$ cat config.mk
export PLATFORM = sky130hd
export DESIGN_NAME = fprs_top
export DESIGN_NICKNAME = d
export VERILOG_FILES = /design/src/fprs_pkg.sv /design/src/fprs_debounce.sv /design/src/fprs_top.sv
export SDC_FILE = /design/constraint.sdc
export NUM_CORES = 1
export LEC_CHECK = 0
export BUFFER_PORTS_ARGS = -buffer_cell sky130_fd_sc_hd__buf_2
export CORE_ASPECT_RATIO = 0.6
export CORE_MARGIN = 8
export CORE_UTILIZATION = 29
export DETAILED_ROUTE_END_ITERATION = 6
export PLACE_DENSITY_LB_ADDON = 0.2
export SYNTH_ARGS = -nofsm -noshare
export SYNTH_HDL_FRONTEND = slang
export SYNTH_SLANG_ARGS = --single-unit
$ cat constraint.sdc
create_clock -name I_MCLK -period 2.6 [get_ports I_MCLK]
set_input_delay 0.52 -clock I_MCLK [delete_from_list [all_inputs] [get_ports I_MCLK]]
set_output_delay 0.52 -clock I_MCLK [all_outputs]
set_load 0.01 [all_outputs]
$ cat src/fprs_pkg.sv
// Package: constants and types for the front panel run/reset sequencer
// Functional notes
// - In ERROR state the fault lamp blinks with a one second period.
// - In STOP state the halt indication lamp is lit steadily.
// - In RUN the run lamp clears after input capture, sets before output send.
// - Switch in halt position suspends cyclic program execution.
// - Switch in run position gives normal cyclic program execution.
// - Reset position starts a reset; RUN follows when switch returns to run.
// - Reset held over long press time lights the acknowledge lamp; operator releases.
// - After long press, one press selects function one, two presses function two.
// - Extended function one erases all battery-backed data blocks.
// - Extended function two erases project and loads the read-only memory project.
// - Acknowledge lamp goes off, then flashes once or twice to confirm selection.
// - After selection window, lamp steady for confirm window; a press activates.
// - Short press or expired windows without activation give an ordinary reset.
// - Low battery raises a controller error, module code 120, error number 1.
package fprs_pkg;
    localparam int CLK_HZ = 50_000_000;
    // Times in milliseconds
    localparam int BLINK_PERIOD_MS = 1000;
    localparam int LONG_PRESS_MS = 5000;
    localparam int SELECT_WIN_MS = 20000;
    localparam int CONFIRM_WIN_MS = 10000;
    localparam int DEBOUNCE_MS = 20;
    localparam int FLASH_MS = 250;
    // Millisecond tick divider
    localparam int MS_CYCLES = CLK_HZ / 1000;
    localparam logic [15:0] MS_DIV_LAST = 16'(MS_CYCLES - 1);
    localparam logic [15:0] BLINK_HALF_MS = 16'(BLINK_PERIOD_MS / 2);
    localparam logic [15:0] DEBOUNCE_LAST = 16'(DEBOUNCE_MS - 1);
    localparam logic [15:0] FLASH_LAST = 16'(FLASH_MS - 1);
    // Error report
    localparam logic [7:0] ERR_MODULE_BATT = 8'h78;
    localparam logic [7:0] ERR_NUMBER_BATT = 8'h01;
    // Controller operating state
    typedef enum {ST_STOP, ST_RUN, ST_ERROR, ST_RESET} fprs_ctl_type;
    // Switch position, one-hot decoded
    typedef struct packed {
        logic halt;
        logic run;
        logic rst;
    } fprs_sw_type;
    // Error report carried together
    typedef struct packed {
        logic valid;
        logic [7:0] module_code;
        logic [7:0] number;
    } fprs_err_type;
endpackage

$ cat src/fprs_debounce.sv
// Debounce filter for one switch contact
`timescale 1ns/1ns
module fprs_debounce (
    // Clock and reset
    input wire logic I_MCLK,
    input wire logic I_NRST,
    // Millisecond tick and raw contact
    input wire logic i_tick,
    input wire logic i_raw,
    // Filtered level
    output logic o_level
);
    logic [15:0] cnt_ff;
    logic level_ff;

    // Accept a new level only after it is stable for the debounce time
    always_ff @(posedge I_MCLK or negedge I_NRST) begin
        if (!I_NRST) begin
            cnt_ff <= 16'h0000;
            level_ff <= 1'b0;
        end else if (i_raw == level_ff) begin
            cnt_ff <= 16'h0000;
        end else if (i_tick) begin
            if (cnt_ff == fprs_pkg::DEBOUNCE_LAST) begin
                level_ff <= i_raw;
                cnt_ff <= 16'h0000;
            end else begin
                cnt_ff <= cnt_ff + 16'h0001;
            end
        end
    end

    assign o_level = level_ff;
endmodule

$ cat src/fprs_top.sv
// Front panel supervisor: lamps, run/stop/reset switch and extended reset
`timescale 1ns/1ns
module fprs_top #(
    parameter logic [15:0] LONG_PRESS_TICKS = 16'(fprs_pkg::LONG_PRESS_MS),
    parameter logic [15:0] SELECT_TICKS = 16'(fprs_pkg::SELECT_WIN_MS),
    parameter logic [15:0] CONFIRM_TICKS = 16'(fprs_pkg::CONFIRM_WIN_MS),
    parameter logic [15:0] MS_DIV_LAST = fprs_pkg::MS_DIV_LAST
) (
    // Clock and reset
    input wire logic I_MCLK,
    input wire logic I_NRST,
    // Switch contacts, high when in that position
    input wire logic I_SW_HALT,
    input wire logic I_SW_RUN,
    input wire logic I_SW_RESET,
    // Controller cycle events and fault sources
    input wire logic I_INPUT_IMAGE_DONE,
    input wire logic I_OUTPUT_IMAGE_START,
    input wire logic I_FAULT,
    input wire logic I_BATT_LOW,
    input wire logic I_ERASE_DONE,
    // Lamps
    output logic O_FAULT_LAMP,
    output logic O_HALT_INDICATION,
    output logic O_RUN_INDICATION,
    output logic O_HOLD_ACK_LAMP,
    // Controller commands
    output logic O_CYCLIC_ENABLE,
    output logic O_CTL_RESET,
    output logic O_ERASE_DATA_BLOCKS,
    output logic O_LOAD_ROM_PROJECT,
    // Error report
    output logic O_ERR_VALID,
    output logic [7:0] O_ERR_MODULE,
    output logic [7:0] O_ERR_NUMBER
);
    typedef enum {XS_IDLE, XS_PRESS, XS_HELD, XS_SELECT, XS_CONFIRM, XS_EXEC} fprs_xs_type;

    logic [15:0] div_ff;
    logic tick;
    fprs_pkg::fprs_sw_type sw;
    logic rst_prev_ff;
    logic rst_rise;
    logic rst_fall;
    logic [15:0] blink_ff;
    logic blink_on_ff;
    fprs_pkg::fprs_ctl_type ctl_ff;
    fprs_pkg::fprs_ctl_type nxt_ctl;
    fprs_xs_type xs_ff;
    logic [15:0] tmr_ff;
    logic [1:0] sel_ff;
    logic [2:0] flash_ph_ff;
    logic [15:0] flash_cnt_ff;
    logic run_lamp_ff;
    logic hold_ack;
    logic ctl_reset_ff;
    logic erase_ff;
    logic rom_ff;
    fprs_pkg::fprs_err_type err_ff;
    logic reset_req;

    // Millisecond tick divider
    always_ff @(posedge I_MCLK or negedge I_NRST) begin
        if (!I_NRST) begin
            div_ff <= 16'h0000;
        end else if (div_ff == MS_DIV_LAST) begin
            div_ff <= 16'h0000;
        end else begin
            div_ff <= div_ff + 16'h0001;
        end
    end
    assign tick = (div_ff == MS_DIV_LAST);

    // Debounced switch contacts
    fprs_debounce u_db_halt (.I_MCLK(I_MCLK), .I_NRST(I_NRST), .i_tick(tick),
        .i_raw(I_SW_HALT), .o_level(sw.halt));
    fprs_debounce u_db_run (.I_MCLK(I_MCLK), .I_NRST(I_NRST), .i_tick(tick),
        .i_raw(I_SW_RUN), .o_level(sw.run));
    fprs_debounce u_db_rst (.I_MCLK(I_MCLK), .I_NRST(I_NRST), .i_tick(tick),
        .i_raw(I_SW_RESET), .o_level(sw.rst));

    // Reset contact edge detection on the filtered level
    always_ff @(posedge I_MCLK or negedge I_NRST) begin
        if (!I_NRST) begin
            rst_prev_ff <= 1'b0;
        end else begin
            rst_prev_ff <= sw.rst;
        end
    end
    assign rst_rise = sw.rst && !rst_prev_ff;
    assign rst_fall = !sw.rst && rst_prev_ff;

    // Fault lamp blink: half period on, half period off
    always_ff @(posedge I_MCLK or negedge I_NRST) begin
        if (!I_NRST) begin
            blink_ff <= 16'h0000;
            blink_on_ff <= 1'b0;
        end else if (ctl_ff != fprs_pkg::ST_ERROR) begin
            blink_ff <= 16'h0000;
            blink_on_ff <= 1'b1;
        end else if (tick) begin
            if (blink_ff == fprs_pkg::BLINK_HALF_MS - 16'h0001) begin
                blink_ff <= 16'h0000;
                blink_on_ff <= !blink_on_ff;
            end else begin
                blink_ff <= blink_ff + 16'h0001;
            end
        end
    end

    // Extended reset sequencer
    always_ff @(posedge I_MCLK or negedge I_NRST) begin
        if (!I_NRST) begin
            xs_ff <= XS_IDLE;
            tmr_ff <= 16'h0000;
            sel_ff <= 2'b00;
            ctl_reset_ff <= 1'b0;
            erase_ff <= 1'b0;
            rom_ff <= 1'b0;
        end else begin
            ctl_reset_ff <= 1'b0;
            case (xs_ff)
                XS_IDLE: begin
                    tmr_ff <= 16'h0000;
                    sel_ff <= 2'b00;
                    if (rst_rise) begin
                        xs_ff <= XS_PRESS;
                    end
                end
                XS_PRESS: begin
                    if (!sw.rst) begin
                        ctl_reset_ff <= 1'b1;
                        xs_ff <= XS_IDLE;
                    end else if (tick) begin
                        if (tmr_ff == LONG_PRESS_TICKS) begin
                            xs_ff <= XS_HELD;
                        end else begin
                            tmr_ff <= tmr_ff + 16'h0001;
                        end
                    end
                end
                XS_HELD: begin
                    tmr_ff <= 16'h0000;
                    if (rst_fall) begin
                        xs_ff <= XS_SELECT;
                    end
                end
                XS_SELECT: begin
                    if (rst_rise && sel_ff != 2'b10) begin
                        sel_ff <= sel_ff + 2'b01;
                    end
                    if (tick) begin
                        if (tmr_ff == SELECT_TICKS - 16'h0001) begin
                            tmr_ff <= 16'h0000;
                            xs_ff <= XS_CONFIRM;
                        end else begin
                            tmr_ff <= tmr_ff + 16'h0001;
                        end
                    end
                end
                XS_CONFIRM: begin
                    if (rst_rise && sel_ff != 2'b00) begin
                        erase_ff <= (sel_ff == 2'b01) || (sel_ff == 2'b10);
                        rom_ff <= (sel_ff == 2'b10);
                        xs_ff <= XS_EXEC;
                    end else if (tick) begin
                        if (tmr_ff == CONFIRM_TICKS - 16'h0001) begin
                            ctl_reset_ff <= 1'b1;
                            xs_ff <= XS_IDLE;
                        end else begin
                            tmr_ff <= tmr_ff + 16'h0001;
                        end
                    end
                end
                XS_EXEC: begin
                    if (I_ERASE_DONE) begin
                        erase_ff <= 1'b0;
                        rom_ff <= 1'b0;
                        ctl_reset_ff <= 1'b1;
                        xs_ff <= XS_IDLE;
                    end
                end
                default: begin
                    xs_ff <= XS_IDLE;
                end
            endcase
        end
    end

    // Confirmation flash phase counter: off, on, off, on, off
    always_ff @(posedge I_MCLK or negedge I_NRST) begin
        if (!I_NRST) begin
            flash_ph_ff <= 3'h0;
            flash_cnt_ff <= 16'h0000;
        end else if (xs_ff != XS_SELECT || rst_rise) begin
            flash_ph_ff <= 3'h0;
            flash_cnt_ff <= 16'h0000;
        end else if (tick && flash_ph_ff != 3'h5) begin
            if (flash_cnt_ff == fprs_pkg::FLASH_LAST) begin
                flash_cnt_ff <= 16'h0000;
                flash_ph_ff <= flash_ph_ff + 3'h1;
            end else begin
                flash_cnt_ff <= flash_cnt_ff + 16'h0001;
            end
        end
    end

    // Acknowledge lamp per sequencer stage; no flash until something is selected
    always_comb begin
        hold_ack = 1'b0;
        case (xs_ff)
            XS_HELD: hold_ack = 1'b1;
            XS_SELECT: hold_ack = (sel_ff != 2'b00) && ((flash_ph_ff == 3'h1) ||
                ((flash_ph_ff == 3'h3) && (sel_ff == 2'b10)));
            XS_CONFIRM: hold_ack = 1'b1;
            default: hold_ack = 1'b0;
        endcase
    end

    // Controller state from switch, fault and reset sequence
    assign reset_req = (xs_ff != XS_IDLE) || sw.rst;
    always_comb begin
        nxt_ctl = ctl_ff;
        if (I_FAULT || err_ff.valid) begin
            nxt_ctl = fprs_pkg::ST_ERROR;
        end else if (reset_req || ctl_reset_ff) begin
            nxt_ctl = fprs_pkg::ST_RESET;
        end else if (sw.halt) begin
            nxt_ctl = fprs_pkg::ST_STOP;
        end else if (sw.run) begin
            nxt_ctl = fprs_pkg::ST_RUN;
        end
    end
    always_ff @(posedge I_MCLK or negedge I_NRST) begin
        if (!I_NRST) begin
            ctl_ff <= fprs_pkg::ST_STOP;
        end else begin
            ctl_ff <= nxt_ctl;
        end
    end

    // Run lamp follows the scan cycle
    always_ff @(posedge I_MCLK or negedge I_NRST) begin
        if (!I_NRST) begin
            run_lamp_ff <= 1'b0;
        end else if (ctl_ff != fprs_pkg::ST_RUN) begin
            run_lamp_ff <= 1'b0;
        end else if (I_OUTPUT_IMAGE_START) begin
            run_lamp_ff <= 1'b1;
        end else if (I_INPUT_IMAGE_DONE) begin
            run_lamp_ff <= 1'b0;
        end
    end

    // Battery low error, sticky until power-on reset
    always_ff @(posedge I_MCLK or negedge I_NRST) begin
        if (!I_NRST) begin
            err_ff <= '0;
        end else if (I_BATT_LOW) begin
            err_ff.valid <= 1'b1;
            err_ff.module_code <= fprs_pkg::ERR_MODULE_BATT;
            err_ff.number <= fprs_pkg::ERR_NUMBER_BATT;
        end
    end

    // Outputs
    assign O_FAULT_LAMP = (ctl_ff == fprs_pkg::ST_ERROR) && blink_on_ff;
    assign O_HALT_INDICATION = (ctl_ff == fprs_pkg::ST_STOP);
    assign O_RUN_INDICATION = run_lamp_ff;
    assign O_HOLD_ACK_LAMP = hold_ack;
    assign O_CYCLIC_ENABLE = (ctl_ff == fprs_pkg::ST_RUN);
    assign O_CTL_RESET = (ctl_ff == fprs_pkg::ST_RESET);
    assign O_ERASE_DATA_BLOCKS = erase_ff;
    assign O_LOAD_ROM_PROJECT = rom_ff;
    assign O_ERR_VALID = err_ff.valid;
    assign O_ERR_MODULE = err_ff.module_code;
    assign O_ERR_NUMBER = err_ff.number;
endmodule

# ---- Word-level counts from Yosys, hierarchy flattened
# Cells that the tools add are included.
# Widths: inputs -> output; s select.
dict set report op_classes {
  n_eq_ne 46
  n_reduce_logical 44
  n_addsub 9
  bitwise_logic 3
  n_mux 64
}
# operator count
set op_table {}
lappend op_table {{$mux 32} 15}
lappend op_table {{$mux 16} 24}
lappend op_table {{$pmux 32 s6} 1}
lappend op_table {{$eq 32x3->1 const B} 4}
lappend op_table {{$add 16x1->16 const B} 7}
lappend op_table {{$eq 32x2->1 const B} 3}
lappend op_table {{$logic_not 32->1} 2}
lappend op_table {{$ne 32x3->1 const B} 2}
lappend op_table {{$pmux 16 s4} 1}
lappend op_table {{$eq 16x5->1 const B} 3}
lappend op_table {{$eq 32x1->1 const B} 1}
lappend op_table {{$ne 32x2->1 const B} 1}
lappend op_table {{$reduce_bool 32->1} 1}
lappend op_table {{$ne 2x2->1 const B} 13}
lappend op_table {{$reduce_bool 2->1} 10}
lappend op_table {{$eq 16x13->1 const B} 1}
lappend op_table {{$eq 16x14->1 const B} 1}
lappend op_table {{$eq 16x15->1 const B} 1}
lappend op_table {{$eq 16x16->1 const B} 1}
lappend op_table {{$eq 16x8->1 const B} 1}
lappend op_table {{$eq 16x9->1 const B} 1}
lappend op_table {{$ne 3x3->1 const B} 5}
lappend op_table {{$mux 1} 14}
lappend op_table {{$reduce_and 3->1} 4}
lappend op_table {{23 further kinds} 49}
dict set report totals {
  out_inout_bits 25
  regBits 192
}

# ---- Longest topological paths before layout
# Gate-level depths: netlist of the first run.
dict set report depth {
  ltp_word 5
  ltp_mapped 10
}

# ---- Hierarchy
# From an unflattened synthesis of the first run, not the netlist that was laid out.
dict set report unflattened {
  cells_unflattened 814
  area_unflattened_um2 7778.7
}
# module area_each_um2 n_inst cells_per_inst
set by_module_without_submodules {}
lappend by_module_without_submodules {fprs_top 4633.2 1 511}
lappend by_module_without_submodules {fprs_debounce 1048.5 3 101}

# ---- Least setup slack after synthesis of the first run
# No wires, ideal clock.
dict set report synth_path {
  path_type {register to register}
  startpoint {register div_ff[0]}
  endpoint {register tmr_ff[14]}
  path_stages_with_launch 10
  arrival_time_ns 2.165
  slack_ns 0.366
  setup_ns 0.069
  path_cell_list {dfrtp_1 ha_1 and3_1 clkbuf_1 and4_4 o31ai_1 a21o_1 buf_6 or4_1 nand3_1}
}
dict set report synth_via {
  elab_chain_len 3
  word_cells_on_any_way 5
  cone_classes {eq/ne: 4; reduce/logical: 1}
}
# item line_no
set synth_rtl {}
lappend synth_rtl {{start: declaration} fprs_top.sv:39} ;# logic [15:0] div_ff;
lappend synth_rtl {{start signal: assignment} fprs_top.sv:69} ;# div_ff <= div_ff + 16'h0001;
lappend synth_rtl {{$eq 16x16->1 (*)} fprs_top.sv:72} ;# assign tick = (div_ff == MS_DIV_LAST);
lappend synth_rtl {{$ne 2x2->1 (no line)} n/a}
lappend synth_rtl {{$reduce_and 8->1 (no line) (*)} n/a}
lappend synth_rtl {{end signal: assignment} fprs_top.sv:138} ;# tmr_ff <= tmr_ff + 16'h0001;
lappend synth_rtl {{end signal: assignment} fprs_top.sv:157} ;# tmr_ff <= tmr_ff + 16'h0001;
lappend synth_rtl {{end signal: assignment} fprs_top.sv:171} ;# tmr_ff <= tmr_ff + 16'h0001;
lappend synth_rtl {{end: declaration} fprs_top.sv:50} ;# logic [15:0] tmr_ff;
# Mark *: on every way between the ends. The rest lies on a longest branch, timed or not.
# A chain may end at the register's enable or synchronous reset.

# ---- Worst setup path after layout of the first run
dict set report layout_path {
  startpoint {register div_ff[0]}
  endpoint {register tmr_ff[3]}
}
# The elaborated chain is that of the path after synthesis.

==> summary.txt, run 1 <==
Synth
  – Synth Flop Type: dfrtp_1
  – Synth Area in Compound Gates: 0.170
  – Mux cell area share after synthesis: 0.00443
  – Post-synth EDFFs: 0
  – Top-count cell post-synth: dfrtp_1
  – Unique cell type count in the Yosys netlist: 54
  – Async S/R FF share, synth: 1.00
  – Post-Syn Instances: 829
  – Synth top cells by count: dfrtp_1, o21ai_0, nand2_1, nor2_1, nand3_1
  – Sequential area share after synthesis: 0.450
  – Yosys reg bits: 132
  – Main combinational cell family by area after synthesis: simple AND/OR/NAND/NOR gates
  – Xor/xnor share of the synthesized area: 0.0394
  – Synthesized area: 7340 um^2
  – Mean Syn Cell Area: 8.86 um^2
  – Post-synthesis simple-gate area fraction: 0.273
  – Synth top area share: 0.450
  – Cell taking the most area after synthesis: dfrtp_1
  – Adder-Cell Fraction of Synth Area: 0.0239
  – Synth top area cells: dfrtp_1, o21ai_0, nand2_1
  – Synth warn: 0

Clock tree
  – CTS Hold Bufs: 0
  – Sink Count: 132
  – Clk_lat worst skew: 430 ps
  – Clock-pin transition on the worst setup and hold timing paths: 60 ps
  – Post-CTS setup buffers: 0
  – CTS Root Cell: clkbuf_16
  – CTS tree: yes
  – Resized cells post-CTS: 0
  – Total CTS buffers: 17
  – Htree depth: 4
  – Clock Path Buffers: 2

Timing
  – Worst-Margin Slew: 673 ps
  – Period minus WS final: 2370 ps
  – Final period utilization: 0.911
  – Fin Setup TNS: 0 ps
  – Worst Clk Skew: 8.74 ps
  – Final Max Tran Viols: 0
  – Unrepaired setup endpoints after global routing: no
  – Rel. slew slack: 0.548
  – Final setup fails: 0
  – Maximum clock frequency: 422 MHz
  – Final Hold Violating Endpoints: 0

Floorplanning
  – Rows: 45
  – Initial Util: 0.292
  – Top Ports: 35
  – Core area: 25,100 um^2
  – Die ar.: 30,800 um^2
  – Chip width: 221 um
  – Chip Height: 139 um

Setup path
  – CP startpoint kind: flop
  – Max Fanout on Critical Path: 21
  – CP Launch Point: div_ff[0]$_DFF_PN0_
  – Reg-to-reg startpoint: div_ff[0]$_DFF_PN0_
  – Max incr delay on CP: 510 ps
  – CP endpoint kind: flop
  – CP cell instances: ha_1, and3_1, and4_4, o31ai_1, a21o_1, buf_4, or4_1, o211ai_1
  – WP data arrival: 2710 ps
  – Slowest CP cell: or4_1
  – CP Data Required Time: 2940 ps
  – Setup CP Type: flop to flop

Pwr
  – Total Power: 0.00451 W
  – Power per cell area: 529 nW/um^2
  – LEAKAGE: 3.58 nW
  – Worst IR Drop VDD: 0.367 mV

Cells and area
  – Antenna fix cells: 0
  – Fin cells: 1,211
  – Fill cells: 2,579
  – Combined area of the multi-input logic cells: 3790 um^2
  – NumNets Final: 893
  – Storage cell area: 3300 um^2
  – Layout cells sized above 1: 0.109
  – P&R area growth vs syn: 16.1%

Hold path
  – Worst hold path type: input pin to asynchronous set/reset pin

Placed design
  – Post-DP HPWL: 12,800 um
  – Port buffer count: 23
  – DP Cell Count: 1,179
  – GP Congestion: 0.769

Drt
  – Final ANT Viol Nets: 0
  – Iteration-0 DRC Markers: 517
  – DRC: 4
  – Total Wirelength: 18,000 um
  – DR WL/cell: 14.9 um
  – Routed vias/inst: 5.10
  – Vias: 6,180
  – DR pass1 iterations: 7

Run status
  – Failing checks: DRC
  – Run status: finished with violations

Flow run
  – Maxcap violations: 0

Global route
  – Initial antenna violation count: 0
  – Largest net degree at the start of global routing: 52
  – Total Routing Usage GR: 0.122
  – Vias in the first global route: 5,872
  – Total global routing overflow: 0
  – First-pass GRT wire length: 31,300 um
==> flip-flops by register name (all words and copies together), names as in the netlist, 2 cells and up <==
register / cells
sel_ff: 2
u_db_rst.cnt_ff: 16
tmr_ff: 16
flash_cnt_ff: 16
blink_ff: 16
xs_ff: 3
div_ff: 16
u_db_halt.cnt_ff: 16
u_db_run.cnt_ff: 16
ctl_ff: 2
flash_ph_ff: 3
==> worst max-delay path: cells and delay by family (launching register included) <==
kind                       cells  cell delay [ps]
AOI/OAI and AO/OA              3              380
and+or+nand+nor                3             1090
DFF                            1              420
adders and majority gates      1              190
buffers and inverters          1              200
==> routing by layer <==
layer	track usage	part of all wire	routed length, um	vias to the layer above
li1	-	-	-	3087
met1	0.191	0.56	10100	2937
met2	0.158	0.38	6820	140
met3	0.0296	0.049	885	16
met4	0.0393	0.012	212	0
met5	0	0	0	-
==> through the flow <==
step           hold slack [ps]   util  cell area, um^2  worst slack, ps
6_report                  46.1  0.340             8530              232
5_1_grt                   73.2  0.340             8530             36.0
4_1_cts                   41.6  0.340             8530              215
3_5_place_dp               474  0.317             7960              232
3_3_place_gp               465  0.317             7960              274
2_1_floorplan              224      -             7380              366
==> where the power goes <==
group	internal (W)	switching [W]	leakage [nW]
Combinational	0.0000327	0.0000894	1.52
Sequential	0.00206	0.000000761	1.80
Clock	0.00140	0.000930	0.269
Total	0.00349	0.00102	3.58
==> final timing paths <==
check,endpoint,slack [ps],cells past startpoint
worst min-delay path,u_db_run.cnt_ff[0]$_DFFE_PN0P_,50,1
worst max register to register,tmr_ff[3]$_DFFE_PN0P_,230,8
min in group I_MCLK,ctl_ff[0]$_DFFE_PN0P_,260,2
worst max-delay path,tmr_ff[3]$_DFFE_PN0P_,230,8
max in group asynchronous,u_db_halt.cnt_ff[2]$_DFFE_PN0P_,1920,2
worst min register to register,flash_cnt_ff[6]$_DFFE_PN0P_,480,1
==> area by class of cell <==
class                   count  area share
clock inverters            13      0.0160
inverters                  15     0.00660
well taps                 329      0.0483
clock buffers              19      0.0508
multi-input cells         648       0.444
repair buffers             55      0.0468
flip-flops and latches    132       0.387
==> logic make-up (layout without fill, tap and decap cells) <==
kind of cell,after synthesis,count (layout)
AOI/OAI and AO/OA,209,209
xor gates and xnor gates,33,33
adders and majority gates,14,14
buffers and inverters,59,102
DFF,132,132
muxes,3,3
other,1,11
and+or+nand+nor,378,378
==> placed cells by master (no fill, tap or decap), types with 15 or more instances in the layout <==
cell type and n:
dfrtp_1 132, a21oi_1 23, and3_1 33, o31ai_1 35
clkbuf_16 17, o21ai_0 111, inv_1 15, nand4_1 24
nand2_1 81, xor2_1 22, buf_4 29, buf_2 22
nand3_1 54, nor2_1 81
(Power assumes the default switching activity.)
==> inputs of run 2 (changes only) <==
--- a/config.mk
+++ b/config.mk
@@ -6,7 +6,7 @@
 export NUM_CORES = 1
 export LEC_CHECK = 0
 export BUFFER_PORTS_ARGS = -buffer_cell sky130_fd_sc_hd__buf_2
-export CORE_ASPECT_RATIO = 0.6
+export CORE_ASPECT_RATIO = 1.2
 export CORE_MARGIN = 8
 export CORE_UTILIZATION = 29
 export DETAILED_ROUTE_END_ITERATION = 6
==> summary.txt, run 2 (same netlist as run 1, synthesis figures left out) <==
Run status
  – Run status: complete, no violations

Setup path
  – WP data arrival: 1820 ps
  – CP cell instances: ha_1, ha_1, a22oi_1, o21ai_0, a22o_1, buf_2
  – Max incr delay on CP: 410 ps
  – Slowest CP cell: dfrtp_1
  – Reg-to-reg setup timing slack: 290 ps
  – RR Endpoint: tmr_ff[6]$_DFFE_PN0P_
  – Worst Reg2Reg Path Length in Cells: 8
  – CP startpoint kind: flop
  – CP endpoint kind: output port
  – Setup CP Type: flop to output port
  – CP Data Required Time: 2080 ps
  – Critical Path Most Common Cell: ha_1
  – Max Fanout on Critical Path: 3
  – Reg-to-reg startpoint: tmr_ff[0]$_DFFE_PN0P_

Floorplanning
  – Chip Height: 190 um
  – Chip width: 161 um
  – Core area: 25,200 um^2
  – Die ar.: 30,700 um^2
  – Rows: 64
  – Top Ports: 35
  – Initial Util: 0.291

Flow run
  – Maxcap violations: 0

Placed design
  – Pre-CTS setup slack: 299 ps
  – Post-DP HPWL: 12,000 um
  – Port buffer count: 23
  – GP Congestion: 0.782

Cells and area
  – Fill cells: 2,658
  – P&R area growth vs syn: 16.3%
  – Layout Utilization: 0.338
  – Layout cells sized above 1: 0.107
  – NumNets Final: 895
  – Antenna fix cells: 0
  – Most common cell after layout, fill and taps aside: dfrtp_1
  – Most frequent cells in the layout: dfrtp_1, o21ai_0, nor2_1, nand2_1, nand3_1

Clock tree
  – Total CTS buffers: 17
  – Clock-pin transition on the worst setup and hold timing paths: 60 ps
  – Sink Count: 132
  – Clock Path Buffers: 2
  – Resized cells post-CTS: 0
  – Clk_lat worst skew: 420 ps
  – Post-CTS setup buffers: 0
  – Htree depth: 4
  – CTS Hold Bufs: 0
  – CTS Root Cell: clkbuf_16
  – CTS tree: yes

Drt
  – Routed vias/inst: 5.10
  – Iteration-0 DRC Markers: 321
  – Total Wirelength: 17,400 um
  – DR pass1 iterations: 4
  – Vias: 6,184
  – DR WL/cell: 14.4 um
  – Final ANT Viol Nets: 0
  – DRC: 0

Timing
  – Rel. slew slack: 0.592
  – Final period utilization: 0.901
  – Unrepaired setup endpoints after global routing: no
  – Worst-Margin Slew: 608 ps
  – Worst Clk Skew: 11.0 ps
  – Final setup fails: 0
  – Maximum clock frequency: 427 MHz
  – Final Max Tran Viols: 0
  – Setup ws final: 259 ps
  – Final Hold Violating Endpoints: 0
  – Period minus WS final: 2340 ps
  – Fin Setup TNS: 0 ps

Pwr
  – Power per cell area: 527 nW/um^2
  – Comb pwr share: 0.027
  – Cell Int Power: 0.00354 W
  – Sw Share: 0.212
  – Clock Power Share: 0.516
  – Seq pwr share: 0.458
  – Psw: 0.000954 W
  – LEAKAGE: 3.61 nW
  – Worst IR Drop VDD: 0.276 mV

Global route
  – Total global routing overflow: 0
  – Largest net degree at the start of global routing: 59
  – Vias in the first global route: 6,063
  – First-pass GRT wire length: 30,300 um
  – Initial antenna violation count: 0
  – Total Routing Usage GR: 0.118

Hold path
  – Worst hold path type: input pin to asynchronous set/reset pin
## run 2: cell types whose count changed in the layout (fill, tap and decap cells not counted)
cell        before  now
clkinvlp_4       4    0
nand2b_1        13   14
nand2b_2         1    0
clkinv_2         4    3
clkbuf_1         2    3
buf_4           29   31
clkinv_4         3    0
bufinv_16        2    1
clkbuf_8         0    6
## run 2: layout make-up
class / instances / area [um^2] / share of cell area
tap: 330 / 413 / 0.0484
inverter: 15 / 56.3 / 0.00659
sequential: 132 / 3300 / 0.387
timing repair buffer: 57 / 414 / 0.0485
clock buffer: 26 / 519 / 0.0608
clock inverter: 4 / 45.0 / 0.00528
multi-input combinational: 648 / 3790 / 0.444
## run 2: worst max path at each step
stage	slack [ps]	depth (start not counted)	from	end
after detailed placement	300	8	tmr_ff[0]$_DFFE_PN0P_	tmr_ff[6]$_DFFE_PN0P_
after global routing	130	8	div_ff[0]$_DFF_PN0_	blink_ff[7]$_DFFE_PN0P_
final	260	6	flash_ph_ff[0]$_DFFE_PN0P_	O_HOLD_ACK_LAMP
after floorplan	370	9	div_ff[0]$_DFF_PN0_	tmr_ff[14]$_DFFE_PN0P_
after global placement	340	8	tmr_ff[0]$_DFFE_PN0P_	tmr_ff[6]$_DFFE_PN0P_
after CTS	200	6	flash_ph_ff[0]$_DFFE_PN0P_	O_HOLD_ACK_LAMP
## run 2: metrics by stage
stage | hold WS [ps] | instances | power [W] | area, um^2
finish | 88.1 | 1212 | 0.00450 | 8540
CTS | 110 | 1212 | 0.00458 | 8540
global route | 132 | 1212 | 0.00467 | 8540
floorplan | 224 | 839 | 0.00215 | 7380
detailed placement | 460 | 1182 | 0.00222 | 7970
global placement | 473 | 1182 | 0.00222 | 7970
## run 2: power groups by stage
stage	Sequential (W)	Combinational [W]	Clock (W)
after detailed placement	0.00209	0.000125	0
after global placement	0.00209	0.000125	0
after global routing	0.00206	0.000139	0.00248
after floorplan	0.00209	0.0000532	0
after CTS	0.00206	0.000125	0.00239
final	0.00206	0.000119	0.00232
## run 2: worst max-delay path: cells and delay by family, from the launching register on
kind / cells / cell delay (ps)
flip-flops: 1 / 410
buffers and inverters: 1 / 140
AO/OA/AOI/OAI: 3 / 450
adder cells (fa/ha/maj): 2 / 390
## run 2: layer usage
metal,GRT usage,up-vias,part of all wire
met5,0,-,0
met4,0.0410,0,0.014
met3,0.0235,17,0.026
met2,0.193,78,0.47
met1,0.152,3007,0.49
li1,-,3082,-
